## src/include/ssds_defs.vh

```
// Constants and timing counts of the sixfold switch diagnostic shifter
// Functional notes
// - Each of six channels turns on from its own high control input.
// - An enabled channel is watched for overload, which is flagged.
// - A disabled channel reports open load and short to ground separately.
// - A shorted load turns its output off about 10 us after onset.
// - Short shutdown is held per channel until its control input rises again.
// - A latched channel restarts only after its input goes low then high.
// - Overload, open load and short to ground of every channel set their own flags; a shorted load sets none.
// - Over 170 C sets the thermal flag; no output is turned off.
// - Word bit 1 is thermal; bits 2 to 4 are channel 6 flags.
// - Channels 5 down to 1 follow in three-flag groups, bits 5 to 19.
// - Flags stay stored until read out over the serial link.
// - The first serial clock pulse of a transfer clears the flags.
// - A low diagnostic reset input clears the error flags.
// - Diagnostic bits leave on the serial data output.
// - Serial input bits pass through so cascaded words reach the host.
// - The auxiliary switch follows its input only, with no flag.
`ifndef SSDS_DEFS_VH
`define SSDS_DEFS_VH

// Word geometry
`define SSDS_CHANNELS 6
`define SSDS_WORD_BITS 19
`define SSDS_FLAGS_RESET 19'h0_0000

// Flag order inside a channel group, counted from the group start
`define SSDS_GRP_OVERLOAD 0
`define SSDS_GRP_OPEN 1
`define SSDS_GRP_SHORT 2

// Short shutdown delay, in ns and in 50 ns clock cycles
`define SSDS_CLK_PERIOD_NS 50
`define SSDS_SHORT_DELAY_NS 10000
`define SSDS_SHORT_DELAY_CYC (`SSDS_SHORT_DELAY_NS / `SSDS_CLK_PERIOD_NS)

`endif

```

## src/design/ssds_sync2.v

```verilog
// Two-flop synchroniser bank for inputs from outside the clock domain
`default_nettype none

module ssds_sync2 #(
  parameter WIDTH = 1
) (
  input wire clk,
  input wire rst,
  input wire [WIDTH-1:0] async_in,
  output reg [WIDTH-1:0] sync_out
);

  reg [WIDTH-1:0] meta_reg;

  // ----------------------------------------------------------------
  // First stage feeds only the second stage
  // ----------------------------------------------------------------
  always @(posedge clk or posedge rst) begin
    if (rst) begin
      meta_reg <= {WIDTH{1'b0}};
      sync_out <= {WIDTH{1'b0}};
    end else begin
      meta_reg <= async_in;
      sync_out <= meta_reg;
    end
  end

endmodule

`default_nettype wire

```

## src/design/ssds_switch_diag.v

```verilog
// Control, protection and serial diagnostic logic of the sixfold switch
`include "ssds_defs.vh"
`default_nettype none

module ssds_switch_diag #(
  parameter NCH = `SSDS_CHANNELS,
  parameter WBITS = `SSDS_WORD_BITS,
  parameter SHORT_CYC = `SSDS_SHORT_DELAY_CYC
) (
  input wire clk,
  input wire rst,
  input wire ctrl_in_ch1,
  input wire ctrl_in_ch2,
  input wire ctrl_in_ch3,
  input wire ctrl_in_ch4,
  input wire ctrl_in_ch5,
  input wire ctrl_in_ch6,
  input wire ctrl_in_aux,
  input wire [5:0] sense_overload,
  input wire [5:0] sense_open_load,
  input wire [5:0] sense_short_gnd,
  input wire [5:0] sense_shorted_load,
  input wire sense_overtemp,
  input wire diag_reset_n,
  input wire diag_cs_n,
  input wire diag_sclk,
  input wire diag_serial_in,
  output reg drain_ch1,
  output reg drain_ch2,
  output reg drain_ch3,
  output reg drain_ch4,
  output reg drain_ch5,
  output reg drain_ch6,
  output reg drain_aux,
  output reg diag_serial_out,
  output wire [WBITS-1:0] fault_flags
);

  // Synchronised pin inputs, packed as one bank
  localparam NSYNC = 7 + 4 * 6 + 5;
  wire [NSYNC-1:0] sync_bank;
  wire [5:0] ctrl_s;
  wire aux_s;
  wire [5:0] ovl_s;
  wire [5:0] open_s;
  wire [5:0] sgnd_s;
  wire [5:0] sld_s;
  wire otemp_s;
  wire dres_n_s;
  wire cs_n_s;
  wire sclk_s;
  wire sin_s;

  ssds_sync2 #(
    .WIDTH(NSYNC)
  ) u_sync (
    .clk(clk),
    .rst(rst),
    .async_in({ctrl_in_aux, ctrl_in_ch6, ctrl_in_ch5, ctrl_in_ch4,
               ctrl_in_ch3, ctrl_in_ch2, ctrl_in_ch1, sense_overload,
               sense_open_load, sense_short_gnd, sense_shorted_load,
               sense_overtemp, ~diag_reset_n, ~diag_cs_n, diag_sclk,
               diag_serial_in}),
    .sync_out(sync_bank)
  );

  assign aux_s = sync_bank[35];
  assign ctrl_s = sync_bank[34:29];
  assign ovl_s = sync_bank[28:23];
  assign open_s = sync_bank[22:17];
  assign sgnd_s = sync_bank[16:11];
  assign sld_s = sync_bank[10:5];
  assign otemp_s = sync_bank[4];
  // Active-low pins pass inverted so the bank's zero reset reads as
  // idle; otherwise a false select edge and clear would follow reset
  assign dres_n_s = ~sync_bank[3];
  assign cs_n_s = ~sync_bank[2];
  assign sclk_s = sync_bank[1];
  assign sin_s = sync_bank[0];

  // ----------------------------------------------------------------
  // Word position of a channel group; channel 6 sits right after
  // the thermal bit, channel 1 at the far end
  // ----------------------------------------------------------------
  function integer grp_base;
    input integer ch;
    begin
      grp_base = 1 + 3 * (NCH - 1 - ch);
    end
  endfunction

  // Edge history of the synchronised serial and control levels
  reg sclk_d_reg;
  reg cs_n_d_reg;
  reg [5:0] ctrl_d_reg;
  wire sclk_rise;
  wire cs_fall;
  wire [5:0] ctrl_rise;

  assign sclk_rise = sclk_s & ~sclk_d_reg;
  assign cs_fall = ~cs_n_s & cs_n_d_reg;
  assign ctrl_rise = ctrl_s & ~ctrl_d_reg;

  always @(posedge clk or posedge rst) begin
    if (rst) begin
      sclk_d_reg <= 1'b0;
      cs_n_d_reg <= 1'b1;
      ctrl_d_reg <= 6'h0_0;
    end else begin
      sclk_d_reg <= sclk_s;
      cs_n_d_reg <= cs_n_s;
      ctrl_d_reg <= ctrl_s;
    end
  end

  // ----------------------------------------------------------------
  // Per-channel short timer and shutdown latch
  // ----------------------------------------------------------------
  localparam CW = 16;
  reg [5:0] latch_reg;
  reg [5:0] drv;
  genvar g;

  generate
    for (g = 0; g < 6; g = g + 1) begin : g_ch
      reg [CW-1:0] tmr_reg;
      wire on_req;
      wire expire;
      assign on_req = ctrl_s[g] & ~latch_reg[g];
      assign expire = (tmr_reg == SHORT_CYC[CW-1:0] - 16'h0001);

      // Short must persist for the full delay before shutdown
      always @(posedge clk or posedge rst) begin
        if (rst) begin
          tmr_reg <= 16'h0000;
        end else if (on_req && sld_s[g] && !expire) begin
          tmr_reg <= tmr_reg + 16'h0001;
        end else if (!(on_req && sld_s[g])) begin
          tmr_reg <= 16'h0000;
        end
      end

      // Latch holds the channel off until a fresh rising input
      always @(posedge clk or posedge rst) begin
        if (rst) begin
          latch_reg[g] <= 1'b0;
        end else if (on_req && sld_s[g] && expire) begin
          latch_reg[g] <= 1'b1;
        end else if (ctrl_rise[g]) begin
          latch_reg[g] <= 1'b0;
        end
      end

      always @* begin
        drv[g] = on_req;
      end
    end
  endgenerate

  // Outputs registered; the aux switch bypasses all protection
  always @(posedge clk or posedge rst) begin
    if (rst) begin
      drain_ch1 <= 1'b0;
      drain_ch2 <= 1'b0;
      drain_ch3 <= 1'b0;
      drain_ch4 <= 1'b0;
      drain_ch5 <= 1'b0;
      drain_ch6 <= 1'b0;
      drain_aux <= 1'b0;
    end else begin
      drain_ch1 <= drv[0];
      drain_ch2 <= drv[1];
      drain_ch3 <= drv[2];
      drain_ch4 <= drv[3];
      drain_ch5 <= drv[4];
      drain_ch6 <= drv[5];
      drain_aux <= aux_s;
    end
  end

  // ----------------------------------------------------------------
  // Fault detection per word bit; index 0 is word bit 1
  // ----------------------------------------------------------------
  reg [WBITS-1:0] flag_set;
  integer i;

  always @* begin
    flag_set = {WBITS{1'b0}};
    flag_set[0] = otemp_s;
    for (i = 0; i < 6; i = i + 1) begin
      // Overload only counts while driven, the rest only while off
      flag_set[grp_base(i) + `SSDS_GRP_OVERLOAD] =
        drv[i] & ovl_s[i];
      flag_set[grp_base(i) + `SSDS_GRP_OPEN] =
        ~drv[i] & open_s[i];
      flag_set[grp_base(i) + `SSDS_GRP_SHORT] =
        ~drv[i] & sgnd_s[i];
    end
  end

  // ----------------------------------------------------------------
  // Error register and transfer state
  // ----------------------------------------------------------------
  reg [WBITS-1:0] flags_reg;
  reg [WBITS-1:0] shift_reg;
  reg first_reg;
  wire clr_flags;

  // Clear on the first clock of a transfer or diagnostic reset low
  assign clr_flags = (sclk_rise & ~cs_n_s & first_reg) | ~dres_n_s;

  // Sticky flags; a same-cycle detection survives the clear
  always @(posedge clk or posedge rst) begin
    if (rst) begin
      flags_reg <= `SSDS_FLAGS_RESET;
    end else if (clr_flags) begin
      flags_reg <= flag_set;
    end else begin
      flags_reg <= flags_reg | flag_set;
    end
  end

  assign fault_flags = flags_reg;

  // Snapshot on select, then shift toward the output bit by bit
  always @(posedge clk or posedge rst) begin
    if (rst) begin
      shift_reg <= `SSDS_FLAGS_RESET;
      first_reg <= 1'b0;
    end else if (cs_fall) begin
      shift_reg <= flags_reg | flag_set;
      first_reg <= 1'b1;
    end else if (!cs_n_s && sclk_rise) begin
      shift_reg <= {sin_s, shift_reg[WBITS-1:1]};
      first_reg <= 1'b0;
    end else if (cs_n_s) begin
      first_reg <= 1'b0;
    end
  end

  // Data out shows the head bit; idles low when deselected
  always @(posedge clk or posedge rst) begin
    if (rst) begin
      diag_serial_out <= 1'b0;
    end else if (cs_n_s) begin
      diag_serial_out <= 1'b0;
    end else begin
      diag_serial_out <= shift_reg[0];
    end
  end

endmodule

`default_nettype wire

```

## config.mk

```make
export PLATFORM = sky130hd
export DESIGN_NAME = ssds_switch_diag
export DESIGN_NICKNAME = d
export VERILOG_FILES = /design/src/design/ssds_sync2.v /design/src/design/ssds_switch_diag.v
export VERILOG_INCLUDE_DIRS = /design/src /design/src/include
export SDC_FILE = /design/constraint.sdc
export NUM_CORES = 1
export LEC_CHECK = 0
export BUFFER_PORTS_ARGS = -buffer_cell sky130_fd_sc_hd__clkbuf_2
export CAP_MARGIN = 20
export CORE_MARGIN = 2
export CORE_UTILIZATION = 55
export CTS_BUF_LIST = sky130_fd_sc_hd__clkbuf_8
export DETAILED_ROUTE_END_ITERATION = 10
export GPL_ROUTABILITY_DRIVEN = 0
export PLACE_DENSITY_LB_ADDON = 0.12
export SLEW_MARGIN = 20
export SYNTH_ARGS = -nofsm -noshare
export SYNTH_HDL_FRONTEND = slang
export SYNTH_SLANG_ARGS = --single-unit
```

## constraint.sdc

```tcl
create_clock -name clk -period 16 [get_ports clk]
set_input_delay 4 -clock clk [delete_from_list [all_inputs] [get_ports clk]]
set_output_delay 4 -clock clk [all_outputs]
set_load 0.01 [all_outputs]
```

# After elaboration in Yosys (flattened, before gate mapping)
# Index checks and enable logic that the tools add are counted.
[classes] bitwise_logic=48 n_mux=31 n_eq_ne=13 n_reduce_logical=32 add_sub_neg=6
[op_table] operator="$mux W16" n=12
[op_table] operator="$add A16 B1 Y16 const B" n=6
[op_table] operator="$eq A16 B8 Y1 const B" n=6
[op_table] operator="$mux W19" n=3
[op_table] operator="$and A1 B1 Y1" n=28
[op_table] operator="$logic_and A1 B1 Y1" n=19
[op_table] operator="$or A19 B19 Y19" n=1
[op_table] operator="$mux W1" n=16
[op_table] operator="$not A1 Y1" n=16
[op_table] operator="$reduce_bool A2 Y1" n=7
[op_table] operator="$ne A2 B1 Y1 const B" n=5
[op_table] operator="$and A6 B6 Y6" n=1
[op_table] operator="$logic_not A1 Y1" n=6
[op_table] operator="$not A6 Y6" n=1
[op_table] operator="$ne A3 B3 Y1 const B" n=1
[op_table] operator="$ne A2 B2 Y1 const B" n=1
[op_table] operator="$or A1 B1 Y1" n=1
[word_totals] wordCells=158 out_inout_bits=27 reg_bits=229 input_bits=38

# Longest topological paths before layout
[logic_depth] word_depth=6 mapped_depth=6

# By module
# Synthesis repeated with hierarchy kept, for this count alone.
[unflattened] cells_unflattened=816 hier_area_um2=8989.9
[by_module_without_submodules] module="ssds_switch_diag" area_per_inst_um2=7184.4 instances=1 cells_each=743
[by_module_without_submodules] module="ssds_sync2" area_per_inst_um2=1805.5 instances=1 cells_each=73

# Worst setup path after synthesis
# No wires, ideal clock.
[synth_path] path_kind="reg2out" startpoint="register flags_reg[0], in the netlist fault_flags[0]" endpoint="output port fault_flags[0]" slack_ps=11606 path_buffers=0 arrival_time_ps=394 stages_incl_launch_ff=1 t_required_ps=12000 cell_sequence="dfrtp_1"
[synth_lines] item="start, declared" line_no="ssds_switch_diag.v:204" rtl="reg [WBITS-1:0] flags_reg;"
[synth_lines] item="start signal, assigned" line_no="ssds_switch_diag.v:215" rtl="flags_reg <= `SSDS_FLAGS_RESET;"
[synth_lines] item="start signal, assigned" line_no="ssds_switch_diag.v:217" rtl="flags_reg <= flag_set;"
[synth_lines] item="start signal, assigned" line_no="ssds_switch_diag.v:219" rtl="flags_reg <= flags_reg | flag_set;"
[synth_lines] item="end, declared" line_no="ssds_switch_diag.v:36" rtl="output wire [WBITS-1:0] fault_flags"
# No word-level cell between the ends.

# Worst setup path in the final report
[layout_path] startpoint="register flags_reg[13], in the netlist fault_flags[13]" endpoint="output port fault_flags[13]"
# No word-level cell between the ends.

==> results_tabular.tex <==
\begin{tabular}{lr}
\hline
Metric & Value \\
\hline
\multicolumn{2}{l}{\textbf{Logic synthesis}} \\
Total of flip-flops plus latches after synthesis & 229 \\
Post-synth top flop & dfrtp\_1 \\
Number of synthesized flops with an enable pin & 0 \\
Post-Synthesis Net Count & 839 \\
Synth async-reset ratio & 100\% \\
Yosys warning total & 0 \\
Seq/Total Area, Yosys & between 60 and 70\% \\
Count of cell types in the netlist & 45 \\
Post-Synthesis Cells & $\sim$800 \\
Area of the mapped netlist & $\sim$9000 um\^{}2 \\
Average cell area after synthesis & 11.4 um\^{}2 \\
\multicolumn{2}{l}{\textbf{Timing}} \\
Final clock skew & 0.0168 ns \\
Final setup fails & 0 \\
Peak Freq & about 0.2 GHz \\
Endpoints failing hold & 0 \\
Slew at the pin closest to its max-slew limit & 0.968 ns \\
Summed negative setup slack over all endpoints & 0 ns \\
Total count of max-transition violations in the final report & 0 \\
Fin crit share & 31.7\% \\
RSZ-0062 raised after global routing & false \\
Time the worst path needs with I/O delays and setup & 5.07 ns \\
Max-slew headroom & 35.3\% \\
\multicolumn{2}{l}{\textbf{Power and ir drop}} \\
Total power consumption of the routed design & 1170 uW \\
Pwr/cell area & 114 nW/um\^{}2 \\
Leakage power of the design & 0.00451 uW \\
Worst ir drop on vdd & 74.6 uV \\
\multicolumn{2}{l}{\textbf{CTS}} \\
Post-CTS sizing & 0 \\
Clock sinks & 229 \\
CTS max path bufs & 3 \\
Number of CTS-inserted buffers & 37 \\
CTS hold repair buffers & 0 \\
H-Tree Depth & 2 \\
Clock latency of the later-clocked register in the worst-skew pair & 0.52 ns \\
Setup Fix Bufs, Post-CTS & 0 \\
Buffer cell driving the clock tree root & clkbuf\_8 \\
CTS tree & built \\
Register clock-pin slew on the reported worst setup and hold paths & 0.06 ns \\
\multicolumn{2}{l}{\textbf{Place}} \\
Final HPWL from detailed placement & 11300 um \\
Dpl cell area & between 9000 and 10000 um\^{}2 \\
I/O Buffers & 64 \\
\multicolumn{2}{l}{\textbf{GRT}} \\
Number of global-route vias before repair & 6286 \\
Global-route congestion overflow total & 0 \\
Global-route wire length before repair & around 29000 um \\
Pin count of the biggest net entering global routing & 148 \\
Antenna violations before repair & 0 \\
Total routing usage reported by global routing & approximately a fifth \\
\multicolumn{2}{l}{\textbf{Worst hold path}} \\
Kind of path behind the tightest hold check & flip-flop to flip-flop \\
Worst hold path depth & 0 \\
\multicolumn{2}{l}{\textbf{Worst setup path}} \\
Cell chain of the critical path & clkbuf\_2 \\
Crit path launch type & flip-flop \\
Data arrival at the endpoint of the critical path & 1.07 ns \\
Depth of the critical timing path with buffers and inverters included & 1 \\
Largest stage delay on the critical path & 0.41 ns \\
FF-to-FF path depth & 4 \\
Path type of the worst setup path & flip-flop to output pin \\
Required arrival time at the worst endpoint & 12.00 ns \\
Slowest CP cell & dfrtp\_1 \\
Worst-path fanout max & 3 \\
Worst path top cell family by delay & flip-flops \\
Sort of element at the end of the critical path & output pin \\
Crit path buf inv count & 1 \\
\multicolumn{2}{l}{\textbf{Floorplanning}} \\
Floorplan die area & 17500 um\^{}2 \\
Num ports & 65 \\
Placeable core region & 16000 um\^{}2 \\
Floorplan die height & 132 um \\
Die outline width & 132 um \\
Starting density of the core & 56.5\% \\
Number of rows in the core area & 46 \\
\multicolumn{2}{l}{\textbf{Routing}} \\
Routed len/inst & 15.5 um \\
Final Routed Wirelength & about 17000 um \\
Total number of vias & 6250 \\
Vias per Instance & 5.57 \\
First-pass iteration count of the detailed router & 5 \\
Antenna-violating nets left & 0 \\
Residual DRC count & 0 \\
Starting DRC count in detailed routing & 364 \\
\multicolumn{2}{l}{\textbf{Status}} \\
Result of the run & finished clean \\
\multicolumn{2}{l}{\textbf{Run}} \\
\# Max-Cap Violations & 0 \\
\multicolumn{2}{l}{\textbf{Cells and area}} \\
Flip-flop count of the largest register after layout & 96 \\
Post-route design area & 10300 um\^{}2 \\
Number of diodes added for antenna fixing & 0 \\
Total Nets Final & 924 \\
Fill cell count & 1329 \\
Area growth from synthesis to layout & 14.4\% \\
Fraction of layout instances using a drive strength above 1 & 14.9\% \\
\hline
\end{tabular}
## cells in the mapped netlist (2+ instances only)
cell / number / share of area [%]
dfrtp_1: 228 / 63
nand3_1: 29 / 1.6
a31o_2: 6 / 0.58
and2_1: 2 / 0.14
nand4_1: 29 / 2.0
nor3b_1: 2 / 0.17
nor4b_1: 3 / 0.29
and4_1: 4 / 0.39
o21ai_0: 56 / 3.1
nand2b_1: 9 / 0.62
a31oi_1: 4 / 0.28
or4_1: 6 / 0.50
ha_1: 6 / 0.83
and3_1: 6 / 0.42
xnor2_1: 45 / 4.4
a211oi_1: 3 / 0.25
nor3_1: 19 / 1.1
or3_1: 15 / 1.0
mux2i_1: 8 / 0.89
a22o_1: 18 / 1.7
xor2_1: 14 / 1.4
nand2_1: 54 / 2.2
nor4_1: 27 / 1.9
nor2_1: 78 / 3.2
and4b_1: 2 / 0.22
clkbuf_1: 18 / 0.75
o31ai_1: 3 / 0.25
nand3b_1: 2 / 0.17
inv_1: 35 / 1.5
a21oi_1: 32 / 1.8
a211o_1: 17 / 1.6
nor4bb_1: 2 / 0.22
## cell usage in the layout, fill, tap and decap left out, drive strengths merged, types with 8 or more instances in the layout
cell and count:
nor2 78, nor4 28, xnor2 45, o21ai 56, inv 47, dfrtp 228, nand2 55, clkbuf 113
nand3 29, a211o 17, nand4 29, or3 15, xor2 14, nand2b 9, nor3 19, a21oi 33
a22o 18, mux2i 8
## final cells by class
cell class                      instances  area [um^2]  area share, %
Clock inverter                         17         72.6          0.702
Multi-Input combinational cell        511         3110           30.1
Sequential cell                       229         5730           55.5
Tap cell                              216          270           2.61
Timing Repair Buffer                   66          339           3.28
Inverter                               35          139           1.34
Clock buffer                           49          674           6.52
## through the flow
stage | hold slack (ns) | utilization (%) | instances | worst slack (ns)
6_report | 0.347 | 64.6 | 1123 | 10.93
4_1_cts | 0.348 | 64.5 | 1123 | 10.62
2_1_floorplan | 0.331 | - | 795 | 5.73
3_5_place_dp | 0.336 | 59.9 | 1057 | 10.07
3_3_place_gp | 0.331 | 59.9 | 1057 | 10.10
5_1_grt | 0.351 | 64.6 | 1123 | 10.78
## power breakdown
part           internal [uW]  switching [uW]
Clock                    273             219
Sequential               607            15.6
Combinational           20.9            38.0
## per-layer routing
layer / part of all wire [%] / track usage, % / routed length (um)
met1: 46 / 27.9 / 7940
met2: 48 / 32.7 / 8340
met3: 4.2 / 4.19 / 733
met4: 2.0 / 6.99 / 346
met5: 0 / 0 / 0
## kinds of logic (layout without fill, tap and decap cells)
family	Yosys count	count (layout)	synth area share [%]
compound gates	145	145	10.2
fa+ha+maj	6	6	0.831
simple gates	292	292	16.5
xor+xnor	59	59	5.72
buf+inv	55	167	2.30
mux	9	9	1.01
flops	229	229	63.4
## path summary, 6_finish.rpt
check / startpoint / endpoint / slack, ns
max: fault_flags[13] / fault_flags[13] / 10.93
min: u_sync.meta_reg[33] / u_sync.sync_out[33] / 0.35
max reg2reg: g_ch[1].tmr_reg[13] / g_ch[1].tmr_reg[2] / 13.94
min reg2reg: u_sync.meta_reg[33] / u_sync.sync_out[33] / 0.35
max in group asynchronous: rst / u_sync.meta_reg[23] / 11.08
min in group asynchronous: rst / g_ch[3].tmr_reg[14] / 3.71
(Power assumes the default switching activity.)
